<file path="config.mk">
export PLATFORM = sky130hd
export DESIGN_NAME = acc_ctrl
export DESIGN_NICKNAME = d
export VERILOG_FILES = /design/src/rtl/acc_pkg.sv /design/src/rtl/acc_ctrl.sv
export SDC_FILE = /design/constraint.sdc
export NUM_CORES = 1
export LEC_CHECK = 0
export BUFFER_PORTS_ARGS = -buffer_cell sky130_fd_sc_hd__buf_2
export CAP_MARGIN = 5
export CORE_MARGIN = 1.5
export CORE_UTILIZATION = 57
export CTS_BUF_LIST = sky130_fd_sc_hd__clkbuf_2
export CTS_CLUSTER_SIZE = 10
export DETAILED_ROUTE_END_ITERATION = 6
export HOLD_SLACK_MARGIN = 0.05
export PLACE_DENSITY_LB_ADDON = 0.25
export SYNTH_ARGS = -nofsm -noshare
export SYNTH_HDL_FRONTEND = slang
export SYNTH_SLANG_ARGS = --single-unit
</file>
<file path="constraint.sdc">
create_clock -name REF_CLK -period 5.9 [get_ports REF_CLK]
set_input_delay 1.18 -clock REF_CLK [delete_from_list [all_inputs] [get_ports REF_CLK]]
set_output_delay 1.18 -clock REF_CLK [all_outputs]
set_load 0.02 [all_outputs]
</file>
<file path="src/rtl/acc_pkg.sv">
// How it works
// - clock field: 0x external pin, 10 oscillator, 11 oscillator plus pin out
// - full shutdown stops master clock ticks everywhere
// - clock field change restarts conversion, setup timer, phases
// - oscillator free runs, stops only when upper clock bit clear
// - oscillator keeps running in converter shutdown
// - field 11 drives prescaled clock on pin right after write
// - result is (raw plus offset) times gain
// - a disabled correction is skipped, its register ignored
// - guard bits; saturate only the final result
// - offset is 24-bit signed two's complement
// - offset add is plain, no pipeline delay
// - offset changes apply from the next result only
// - gain is 24-bit unsigned, code over 8388608
// - shift-add gain on modulator clock, 23 ticks of delay
// - gain changes apply from the next result only
// - mode 0x: one conversion then shutdown, state back to 00
// - mode 10: one conversion then standby, state 10
// - mode 11: convert continuously, state stays 11
// - state 11 converts only once setup timer reaches zero
`default_nettype none
package acc_pkg;
	// ----------------------------------------
	// register map and fields
	// ----------------------------------------
	localparam logic [3:0] ADR_RESULT = 4'h0;
	localparam logic [3:0] ADR_CFG0 = 4'h1;
	localparam logic [3:0] ADR_CFG1 = 4'h2;
	localparam logic [3:0] ADR_CFG3 = 4'h4;
	localparam logic [3:0] ADR_OFFSET = 4'h9;
	localparam logic [3:0] ADR_GAIN = 4'hA;
	localparam int CLK_LSB = 4;
	localparam int MODE_LSB = 0;
	localparam int PRE_LSB = 6;
	localparam int CONV_LSB = 6;
	localparam int OFFEN_BIT = 1;
	localparam int GAINEN_BIT = 0;
	localparam logic [7:0] CFG0_RST = 8'hC0;
	localparam logic [7:0] CFG1_RST = 8'h00;
	localparam logic [7:0] CFG3_RST = 8'h00;
	localparam logic [23:0] GAIN_RST = 24'h800000;
	// ----------------------------------------
	// counts
	// ----------------------------------------
	localparam logic [8:0] SETUP_TICKS = 9'h100;
	localparam logic [4:0] GAIN_STEPS = 5'h17;
	localparam int GAIN_FRAC = 23;
	localparam logic [1:0] DM_DIV_MAX = 2'h3;
	localparam logic signed [49:0] RES_MAX = 50'sh00000007FFFFF;
	localparam logic signed [49:0] RES_MIN = -50'sh0000000800000;
	typedef logic signed [49:0] acc_wide_t;
	typedef enum logic {GP_IDLE, GP_RUN} acc_gp_e;
	typedef struct packed {
		logic [7:0] cfg0;
		logic [7:0] cfg1;
		logic [7:0] cfg3;
		logic [23:0] off;
		logic [23:0] gain;
		logic [23:0] result;
		logic [23:0] rdata;
		logic ext1;
		logic ext2;
		logic ext3;
		logic [7:0] osc_cnt;
		logic [2:0] pre_cnt;
		logic [1:0] dm_cnt;
		logic divided_clock_out;
		logic oe;
		logic osc_en;
		logic mclk_en;
		logic dm_pulse;
		logic [8:0] timer;
		acc_gp_e gstate;
		logic [4:0] gidx;
		logic [23:0] gmul;
		acc_wide_t gx;
		acc_wide_t gacc;
		logic pend;
		logic drdy;
		logic restart;
		logic run;
	} acc_state_s;
endpackage
`default_nettype wire

</file>
<file path="src/rtl/acc_ctrl.sv">
`default_nettype none
module acc_ctrl #(
	parameter logic [7:0] OSC_DIV = 8'h28 // ref cycles per osc tick
) (
	input wire logic REF_CLK, // 200 MHz
	input wire logic RESET, // sync, active high
	input wire logic REG_WR, // register write strobe
	input wire logic REG_RD, // register read strobe
	input wire logic [3:0] REG_ADDR, // register index
	input wire logic [23:0] REG_WDATA, // write data
	output logic [23:0] REG_RDATA, // read data, next cycle
	input wire logic MCLK_PIN_I, // clock pin level in
	output logic MCLK_PIN_O, // clock pin level out
	output logic MCLK_PIN_OE, // clock pin drive enable
	output logic OSC_EN, // oscillator enabled
	output logic MCLK_EN, // master clock distributed
	output logic MODULATOR_CLOCK_TICK, // modulator clock pulse
	input wire logic RAW_VALID, // raw code strobe
	input wire logic [23:0] RAW_CODE, // raw signed code
	input wire logic RAW_LAST, // last of scan cycle
	output logic CONV_RUN, // converter may convert
	output logic CONV_RESTART, // restart pulse
	output logic DATA_READY, // result ready pulse
	output logic [1:0] CONV_STATE // converter state field
);
	acc_pkg::acc_state_s s, d;
	logic [1:0] clk_sel;
	logic [1:0] mode;
	logic [1:0] conversion_mode_field;
	logic [1:0] presc;
	logic [2:0] pre_lim;
	logic off_en;
	logic gain_en;
	logic full_sd;
	logic osc_tick;
	logic mclk_tick;
	logic pre_tick;
	logic dm_tick;
	logic clk_chg;
	logic accept;
	logic res_wr;
	logic gp_done;
	acc_pkg::acc_wide_t off_sum;

	// saturate the wide value only at the very end
	function automatic logic [23:0] sat(input acc_pkg::acc_wide_t v);
		logic [23:0] r;
		if (v > acc_pkg::RES_MAX) begin
			r = 24'h7FFFFF;
		end else if (v < acc_pkg::RES_MIN) begin
			r = 24'h800000;
		end else begin
			r = v[23:0];
		end
		return r;
	endfunction

	// ----------------------------------------
	// field decode
	// ----------------------------------------
	// held fields read from the registered state
	assign clk_sel = s.cfg0[acc_pkg::CLK_LSB +: 2];
	assign mode = s.cfg0[acc_pkg::MODE_LSB +: 2];
	assign conversion_mode_field = s.cfg3[acc_pkg::CONV_LSB +: 2];
	assign presc = s.cfg1[acc_pkg::PRE_LSB +: 2];
	assign off_en = s.cfg3[acc_pkg::OFFEN_BIT];
	assign gain_en = s.cfg3[acc_pkg::GAINEN_BIT];
	assign full_sd = (s.cfg0 == 8'h00);
	assign pre_lim = 3'((4'h1 << presc) - 4'h1);

	// ----------------------------------------
	// next state
	// ----------------------------------------
	always_comb begin
		d = s;
		d.restart = 1'b0;
		d.pend = 1'b0;
		osc_tick = 1'b0;
		pre_tick = 1'b0;
		dm_tick = 1'b0;
		res_wr = 1'b0;
		gp_done = 1'b0;
		// pin passes two flops before the edge detector
		d.ext1 = MCLK_PIN_I;
		d.ext2 = s.ext1;
		d.ext3 = s.ext2;
		// oscillator runs whenever selected, shutdown or not
		if (clk_sel[1]) begin
			if (s.osc_cnt == OSC_DIV - 8'h01) begin
				d.osc_cnt = 8'h00;
				osc_tick = 1'b1;
			end else begin
				d.osc_cnt = s.osc_cnt + 8'h01;
			end
		end
		// source select, gated off in full shutdown
		mclk_tick = !full_sd && (clk_sel[1] ? osc_tick :
			(s.ext2 && !s.ext3));
		// prescaler then fixed divide to the modulator clock
		if (mclk_tick) begin
			if (s.pre_cnt == pre_lim) begin
				d.pre_cnt = 3'h0;
				pre_tick = 1'b1;
			end else begin
				d.pre_cnt = s.pre_cnt + 3'h1;
			end
		end
		if (pre_tick) begin
			d.divided_clock_out = ~s.divided_clock_out;
			if (s.dm_cnt == acc_pkg::DM_DIV_MAX) begin
				d.dm_cnt = 2'h0;
				dm_tick = 1'b1;
			end else begin
				d.dm_cnt = s.dm_cnt + 2'h1;
			end
		end
		d.dm_pulse = dm_tick;
		// register writes from the host side
		clk_chg = REG_WR && REG_ADDR == acc_pkg::ADR_CFG0 &&
			REG_WDATA[acc_pkg::CLK_LSB +: 2] != clk_sel;
		if (REG_WR) begin
			unique case (REG_ADDR)
				acc_pkg::ADR_CFG0: d.cfg0 = REG_WDATA[7:0];
				acc_pkg::ADR_CFG1: d.cfg1 = REG_WDATA[7:0];
				acc_pkg::ADR_CFG3: d.cfg3 = REG_WDATA[7:0];
				acc_pkg::ADR_OFFSET: d.off = REG_WDATA;
				acc_pkg::ADR_GAIN: d.gain = REG_WDATA;
				default: ;
			endcase
		end
		// register reads, unmapped index reads zero
		if (REG_RD) begin
			unique case (REG_ADDR)
				acc_pkg::ADR_RESULT: d.rdata = s.result;
				acc_pkg::ADR_CFG0: d.rdata = {16'h0000, s.cfg0};
				acc_pkg::ADR_CFG1: d.rdata = {16'h0000, s.cfg1};
				acc_pkg::ADR_CFG3: d.rdata = {16'h0000, s.cfg3};
				acc_pkg::ADR_OFFSET: d.rdata = s.off;
				acc_pkg::ADR_GAIN: d.rdata = s.gain;
				default: d.rdata = 24'h000000;
			endcase
		end
		// offset add is combinational; extra bits keep overflow
		off_sum = acc_pkg::acc_wide_t'($signed(RAW_CODE));
		if (off_en) begin
			off_sum = off_sum +
				acc_pkg::acc_wide_t'($signed(s.off));
		end
		// serial multiply, one gain bit per modulator tick
		if (s.gstate == acc_pkg::GP_RUN && dm_tick) begin
			if (s.gmul[s.gidx]) begin
				d.gacc = s.gacc + (s.gx <<< s.gidx);
			end
			if (s.gidx == acc_pkg::GAIN_STEPS) begin
				gp_done = 1'b1;
				d.gstate = acc_pkg::GP_IDLE;
				d.result = sat(d.gacc >>> acc_pkg::GAIN_FRAC);
				res_wr = 1'b1;
			end else begin
				d.gidx = s.gidx + 5'h01;
			end
		end
		// a new raw code takes enables and values as they stand now
		accept = RAW_VALID && s.run;
		if (accept) begin
			if (gain_en) begin
				d.gstate = acc_pkg::GP_RUN;
				d.gmul = s.gain;
				d.gx = off_sum;
				d.gacc = s.gain[0] ? off_sum : '0;
				d.gidx = 5'h01;
			end else begin
				d.result = sat(off_sum);
				res_wr = 1'b1;
			end
			// end of a conversion or scan cycle
			if (RAW_LAST) begin
				unique case (conversion_mode_field)
					2'b00, 2'b01: d.cfg0[acc_pkg::MODE_LSB +: 2] = 2'b00;
					2'b10: d.cfg0[acc_pkg::MODE_LSB +: 2] = 2'b10;
					2'b11: d.cfg0[acc_pkg::MODE_LSB +: 2] = 2'b11;
				endcase
			end
		end
		// setup timer: held at full count while shut down
		if (!d.cfg0[acc_pkg::MODE_LSB + 1]) begin
			d.timer = acc_pkg::SETUP_TICKS;
		end else if (dm_tick && s.timer != 9'h000) begin
			d.timer = s.timer - 9'h001;
		end
		// clock change wipes the conversion and the prescaler and divider phases
		if (clk_chg) begin
			d.timer = acc_pkg::SETUP_TICKS;
			d.gstate = acc_pkg::GP_IDLE;
			d.pre_cnt = 3'h0;
			d.dm_cnt = 2'h0;
			d.divided_clock_out = 1'b0;
			d.restart = 1'b1;
			res_wr = 1'b0;
			d.result = s.result;
		end
		// ready flag trails the stored result by one cycle
		d.pend = res_wr;
		d.drdy = s.pend;
		d.run = d.cfg0[acc_pkg::MODE_LSB +: 2] == 2'b11 &&
			d.timer == 9'h000;
		d.oe = d.cfg0[acc_pkg::CLK_LSB +: 2] == 2'b11;
		d.osc_en = d.cfg0[acc_pkg::CLK_LSB + 1];
		d.mclk_en = d.cfg0 != 8'h00;
	end

	// ----------------------------------------
	// state register
	// ----------------------------------------
	// one flop bank; reset puts control at its defaults
	always_ff @(posedge REF_CLK) begin
		if (RESET) begin
			s <= '0;
			s.cfg0 <= acc_pkg::CFG0_RST;
			s.cfg1 <= acc_pkg::CFG1_RST;
			s.cfg3 <= acc_pkg::CFG3_RST;
			s.gain <= acc_pkg::GAIN_RST;
			s.timer <= acc_pkg::SETUP_TICKS;
			s.mclk_en <= 1'b1; // reset config is not full shutdown
		end else begin
			s <= d;
		end
	end

	// outputs come straight from the state flops
	assign REG_RDATA = s.rdata;
	assign MCLK_PIN_O = s.divided_clock_out;
	assign MCLK_PIN_OE = s.oe;
	assign OSC_EN = s.osc_en;
	assign MCLK_EN = s.mclk_en;
	assign MODULATOR_CLOCK_TICK = s.dm_pulse;
	assign CONV_RUN = s.run;
	assign CONV_RESTART = s.restart;
	assign DATA_READY = s.drdy;
	assign CONV_STATE = mode;

	// ----------------------------------------
	// checks
	// ----------------------------------------
	// helper: modulator ticks seen during a multiply
	logic [4:0] gticks_q;
	always_ff @(posedge REF_CLK) begin
		if (RESET || accept) begin
			gticks_q <= 5'h00;
		end else if (s.gstate == acc_pkg::GP_RUN && dm_tick) begin
			gticks_q <= gticks_q + 5'h01;
		end
	end
endmodule
`default_nettype wire

</file>
======== Word-level counts from Yosys, hierarchy flattened ========
Index checks and enable logic that the tools add are counted.
storage, ports and cells
  register bits after elaboration ......... 284
  input port bits ......................... 59
  output and inout bits ................... 34
  word-level logic and storage cells ...... 129
cells by class
  add/subtract/negate cells ............... 8
  order comparisons ....................... 5
  equality and inequality tests ........... 15
  shift-type cells ........................ 2
  muxes and demuxes ....................... 47
  bitwise gates (word level) .............. 1
  reduce and logical (&&, ||, !) cells .... 23
operator list
  cell                    count
  $mux W130               2
  $mux W50                5
  $mux W24                10
  $pmux W24 S6            1
  $mux W72                1
  $add A50 B50 Y50        1
  $gt A50 B24 Y1 const B  1
  $lt A50 B24 Y1 const B  1
  $sshl A50 B5 Y50        1
  $mux W8                 4
  $gt A27 B24 Y1 const B  1
  $lt A27 B24 Y1 const B  1
  $add A24 B24 Y25        1
  $mux W9                 2
  $mux W1                 13
  $eq A2 B2 Y1 const B    5
  $mux W10                1
  $reduce_and A2 Y1       5
  $logic_not A9 Y1        1
  $reduce_bool A9 Y1      1
  $sub A9 B1 Y9 const B   1
  $add A8 B1 Y8 const B   1
  $eq A4 B4 Y1 const B    2
  $eq A8 B6 Y1 const B    1
  other kinds (27)        38

======== Logic depth before layout (Yosys ltp) ========
  word-level depth ........................ 15
  depth in mapped cells ................... 24
  mapped depth without buffers ............ 19

======== Worst setup path before layout ========
OpenSTA, ideal clock, no wires.
  kind .................................... flip-flop to flip-flop
  start ................................... register s[128] in the netlist's numbering
  end ..................................... register s[206] in the netlist's numbering
  setup time .............................. 125 ps
  arrival ................................. 5,086 ps
  data required time ...................... 5,775 ps
  slack ................................... 689 ps
  stages on the path, launching flop included .. 24
  buffers on the path ..................... 6
  period minus slack after synthesis ...... 5,211 ps
  cells stage by stage .................... dfxtp_1 -> buf_6 -> buf_6 -> buf_1 -> clkbuf_1 -> mux2i_1 -> nand2_1 -> o21ai_0 -> mux2i_1 -> a21oi_1 -> o21ai_0 -> ha_1 -> clkbuf_1 -> nand2_1 -> or3_1 -> o21ai_1 -> nor3_1 -> and3_1 -> nor4_2 -> mux2i_1 -> buf_2 -> o21ai_0 -> o21ai_0 -> nand3_1
on the way
  cells in the longest elaborated chain, start to end .. 11
  elaborated cells between the ends (all ways) .. 15
  those cells by class .................... add/sub: 1; order compare: 2; eq/ne: 1; shift: 1; mux: 10
RTL lines
  item                                             RTL line                          text
  start: declaration                               acc_ctrl.sv:26                    acc_pkg::acc_state_s s, d;
  $sshl A50 B5 Y50 or $bmux W1 S5 (tied branches)  acc_ctrl.sv:152, acc_ctrl.sv:151
  $add A50 B50 Y50 or $mux W1 (tied branches)      acc_ctrl.sv:152, acc_ctrl.sv:151
  $mux W50                                         acc_ctrl.sv:151                   if (s.gmul[s.gidx]) begin
  $mux W50                                         acc_ctrl.sv:150                   if (s.gstate == acc_pkg::GP_RUN && dm_tick) begin
  $lt A27 B24 Y1                                   acc_ctrl.sv:50                    end else if (v < acc_pkg::RES_MIN) begin
  $mux W24                                         acc_ctrl.sv:50
  $mux W24                                         acc_ctrl.sv:48                    if (v > acc_pkg::RES_MAX) begin
  $mux W24 *                                       acc_ctrl.sv:154                   if (s.gidx == acc_pkg::GAIN_STEPS) begin
  $mux W24 *                                       acc_ctrl.sv:150
  $mux W24                                         acc_ctrl.sv:166                   if (gain_en) begin
  $mux W24 *                                       acc_ctrl.sv:165                   if (accept) begin
Every way passes the cells marked *; elsewhere a longest branch is shown, timed or not. The select of a mux whose other input is x is not followed.
A chain may end at the register's enable or synchronous reset.

======== Final worst setup path ========
  start ................................... register s[129] in the netlist's numbering
  end ..................................... register s[198] in the netlist's numbering
Same word-level chain as after synthesis.

==> results by group <==
Global routing
  • First-pass GRT wire length: 91950 µm
  • Global-route track usage on met1: 46.74%
  • Overall Global Routing Usage: 37.76%
  • Vias in the first global route: 16.62k
  • Overall overflow remaining after global route: 0
  • Met2 usage in global routing: 60.24%
  • Busiest grt layer: met2
  • Global routing usage on met3: 6.641%
  • Pin count of the biggest net entering global routing: 77
  • Initial antenna violation count: 2

Floorplan
  • Die Outline Area: 31620 µm²
  • Vertical extent of the die: 177.8 µm
  • Total I/O pin count: 93
  • Initial standard-cell utilization of the core: 58.31%
  • Area of the placeable core: 29870 µm²
  • Floorplan die width: 177.8 µm
  • Standard-cell rows: 63

Clocking
  • Clock Sink Count: 258
  • Clock latency of the later-clocked register in the worst-skew pair: 960 ps
  • H-tree depth reported by CTS: 3
  • Clk buf depth: 3
  • Hold-fix buffer count after cts: 0
  • Clk root buf: sky130_fd_sc_hd__clkbuf_2
  • Clock tree from TritonCTS: yes
  • Total clock buffers created by CTS: 72
  • Clock edge transition at the registers on the reported setup and hold paths: 110 ps

Pwr
  • Maximum resistive drop on vdd: 0.0001798 V
  • Switching share of power: 29.25%
  • Total net switching power: 0.0009784 W
  • Cell-internal power: 0.002366 W
  • Power share of the sequential group: 52.7%
  • Total power divided by cell area: 179.2 nW/µm²
  • Leakage dissipation: 7.620 nW
  • Clock network power share: 40.8%
  • Part of the power in combinational logic: 6.5%

Routing
  • Drt via density: 6.519
  • Remaining design rule violation count: 0
  • Vias post-DR: 17.86k
  • DRT Wirelength: 60170 µm
  • Drt first pass iters: 7
  • DRT antenna net count: 0
  • Detailed Route Iter0 Violations: 1837
  • Final routed wire length divided by cell count: 21.96 µm

Timing
  • Setup violations, final: 0
  • Crit path setup slack, layout: 287.3 ps
  • Max Clk Rate: 178.2 MHz
  • Min Clock Period, post-route: 5613 ps
  • Max-slew violation count: 0
  • Slew Limit Headroom: 28.85%
  • Worst Max-Slew Pin Slew: 1067 ps
  • Fraction of the cycle the final worst path needs: 95.13%
  • Clock Skews: 95.92 ps
  • Final Hold Vio Count: 0

Setup path
  • Cell chain of the critical path: buf_4, buf_4, mux2i_1, mux2i_1, o21ai_0, o21ai_0, ha_1, a21oi_1, o21bai_1, a311oi_1, o211a_1, nor3_1, a2111o_1, nor4_2, nor3_4, buf_12, buf_4, buf_4, nor2_1, o22ai_1, a21oi_1
  • Cell with the biggest individual delay on the critical path: sky130_fd_sc_hd__nor4_2
  • Internal reg-to-reg setup slack: 290 ps
  • Launching element type of the critical path: flop
  • Slowest Stage Delay on Critical Path: 560 ps
  • Cell repeated most along the worst path: sky130_fd_sc_hd__buf_4
  • Endpoint class of the critical path: flop
  • Crit Path Class: flop to flop
  • Arrival time of the worst setup path: 6460 ps
  • Max Fanout on Critical Path: 26
  • CP Data Required Time: 6740 ps

Synth
  • Post-synthesis async set-or-reset flop share: 0%
  • EDFF count, synth: 0
  • Warnings, synthesis: 0
  • Distinct cells, synth: 84
  • Flip-flop cell with the highest count after synthesis: sky130_fd_sc_hd__dfxtp_1
  • Gate count of the mapped netlist: 2266
  • FF+latch count, synth: 258
  • Net count after synthesis: 2406
  • Average instance area after synthesis: 7.687 µm²
  • Netlist Area Pre-Place: 17420 µm²
  • Post-synthesis sequential area ratio: 29.65%

Finish
  • Layout-stage area growth over the synthesis result: 7.132%
  • Post-layout instance count excluding filler cells: 2740
  • Final design instance area without fill: 18660 µm²
  • Fraction of layout instances using a drive strength above 1: 13.84%
  • Nets: 2445

Min path
  • Path class of the lowest-slack min-delay path: flop to flop

Placed design
  • Number of buffer cells added on primary ports: 92
  • Final estimated routing congestion in global placement: 1.035
  • Worst setup timing slack at the placement stage: 235.5 ps
  • Number of placed instances with taps included: 2613
  • Sum of net half-perimeters after detailed placement: 44560 µm
  • Placed Area: 17940 µm²

Outcome
  • Run status: finished clean

Run
  • Total of max-cap violations: 0
==> cells in the final DEF, fill, tap and decap left out, types with 10 or more instances in the layout <==
| master | synthesis | final |
|---|---|---|
| sky130_fd_sc_hd__a211oi_1 | 52 | 52 |
| sky130_fd_sc_hd__a21o_1 | 34 | 34 |
| sky130_fd_sc_hd__a21oi_1 | 279 | 279 |
| sky130_fd_sc_hd__a221oi_1 | 20 | 20 |
| sky130_fd_sc_hd__a222oi_1 | 16 | 16 |
| sky130_fd_sc_hd__a31oi_1 | 17 | 17 |
| sky130_fd_sc_hd__and2_1 | 18 | 18 |
| sky130_fd_sc_hd__buf_2 | 16 | 92 |
| sky130_fd_sc_hd__buf_4 | 32 | 47 |
| sky130_fd_sc_hd__clkbuf_2 | 0 | 100 |
| sky130_fd_sc_hd__dfxtp_1 | 258 | 257 |
| sky130_fd_sc_hd__ha_1 | 79 | 79 |
| sky130_fd_sc_hd__inv_1 | 26 | 26 |
| sky130_fd_sc_hd__mux2_2 | 20 | 20 |
| sky130_fd_sc_hd__mux2i_1 | 92 | 92 |
| sky130_fd_sc_hd__mux4_2 | 15 | 15 |
| sky130_fd_sc_hd__nand2_1 | 306 | 306 |
| sky130_fd_sc_hd__nand2b_1 | 16 | 15 |
| sky130_fd_sc_hd__nand3_1 | 48 | 48 |
| sky130_fd_sc_hd__nand4_1 | 24 | 24 |
| sky130_fd_sc_hd__nor2_1 | 236 | 236 |
| sky130_fd_sc_hd__nor2b_1 | 17 | 17 |
| sky130_fd_sc_hd__nor3_1 | 42 | 41 |
| sky130_fd_sc_hd__o211ai_1 | 13 | 13 |
| sky130_fd_sc_hd__o21a_1 | 31 | 31 |
| sky130_fd_sc_hd__o21ai_0 | 126 | 124 |
| sky130_fd_sc_hd__o21ai_1 | 18 | 20 |
| sky130_fd_sc_hd__o221ai_1 | 15 | 15 |
| sky130_fd_sc_hd__o22ai_1 | 30 | 30 |
| sky130_fd_sc_hd__or4_1 | 10 | 10 |
| sky130_fd_sc_hd__xnor2_1 | 47 | 47 |
| sky130_fd_sc_hd__xor2_1 | 30 | 30 |
==> state kept, by name, indices dropped and copies added (netlist names) <==
| register | count |
|---|---|
| MCLK_EN | 1 |
| conversion_mode_field | 2 |
| d | 3 |
| REG_RDATA | 24 |
| CONV_RUN | 1 |
| MODULATOR_CLOCK_TICK | 1 |
| off_en | 1 |
| gain_en | 1 |
| CONV_STATE | 2 |
| s | 214 |
| clk_sel | 2 |
| MCLK_PIN_O | 1 |
| MCLK_PIN_OE | 1 |
| presc | 2 |
| CONV_RESTART | 1 |
| DATA_READY | 1 |
==> per-layer routing <==
metal	wire length, µm	share of wire (%)
met4	4328	7.2
met1	23860	40
met3	5020	8.3
met5	0	0
met2	26970	45
==> cell type report <==
| cell class | count | area, µm² |
|---|---|---|
| Antenna cell | 1 | 2.502 |
| Clock buffer | 100 | 500.5 |
| Clock inverter | 18 | 145.1 |
| Fill cell | 2731 | 11210 |
| Inverter | 29 | 108.9 |
| Multi-Input combinational cell | 1802 | 11370 |
| Sequential cell | 258 | 5169 |
| Tap cell | 390 | 488.0 |
| Timing Repair Buffer | 142 | 873.3 |
==> power groups by stage <==
stage                     registers (W)  clock network (W)  logic, W
final                           0.00176            0.00137  0.000218
after floorplan                 0.00180                  0  0.000128
after CTS                       0.00176            0.00138  0.000212
after global placement          0.00180                  0  0.000208
after detailed placement        0.00180                  0  0.000211
after global routing            0.00176            0.00146  0.000233
==> logic make-up (layout without fill, tap and decap cells) <==
kind of cell / after synthesis / after routing / share of synthesized area [%]
muxes: 127 / 127 / 8.519
adders and majority gates: 81 / 81 / 5.904
xor gates and xnor gates: 77 / 77 / 3.872
other: 0 / 1 / 0
and+or+nand+nor: 787 / 787 / 20.56
AOI/OAI and AO/OA: 730 / 730 / 26.12
DFF: 258 / 258 / 29.65
buffers and inverters: 206 / 289 / 5.373
==> critical path: cells and delay by family, from the launching register on <==
kind	cells	cell delay [ps]
DFF	1	470
and+or+nand+nor	4	830
AOI/OAI and AO/OA	9	2330
muxes	2	470
adders and majority gates	1	430
buffers and inverters	5	1020
==> synthesized netlist by cell type (all sizes together) (31+ instances only) <==
master,number,area share (%)
o21a,31,1.3
clkbuf,116,2.5
buf,61,2.2
dfxtp,258,30
nor3,43,1.3
nor2,236,5.1
a21oi,279,8.0
o21ai,144,4.1
nand2,306,6.6
nand3,48,1.4
a21o,34,1.5
xnor2,47,2.4
mux2i,92,5.3
a211oi,53,2.3
ha,79,5.7
==> stage by stage <==
stage	hold WS [ps]	power, W	TNS (ps)	util (%)
3_5_place_dp	430.1	0.002013	0	60.05
3_3_place_gp	420.6	0.002009	0	60.05
2_1_floorplan	413.8	0.001926	0	-
6_report	445.1	0.003345	0	62.47
4_1_cts	429.3	0.003349	0	62.21
5_1_grt	438.4	0.003455	-4.990	62.47
==> worst paths after layout <==
path | start | to | cells past startpoint
max | s[129] | s[198] | 21
min reg2reg | d[162] | d[161] | 1
min | d[162] | d[161] | 1
max reg2reg | s[129] | s[198] | 21
==> timing repair <==
action	4_1_cts	5_1_grt
buffers inserted	0	7
endpoints found under the setup margin	0	23
resized for setup	0	5
Note: power is estimated with default switching activity, not from simulation.
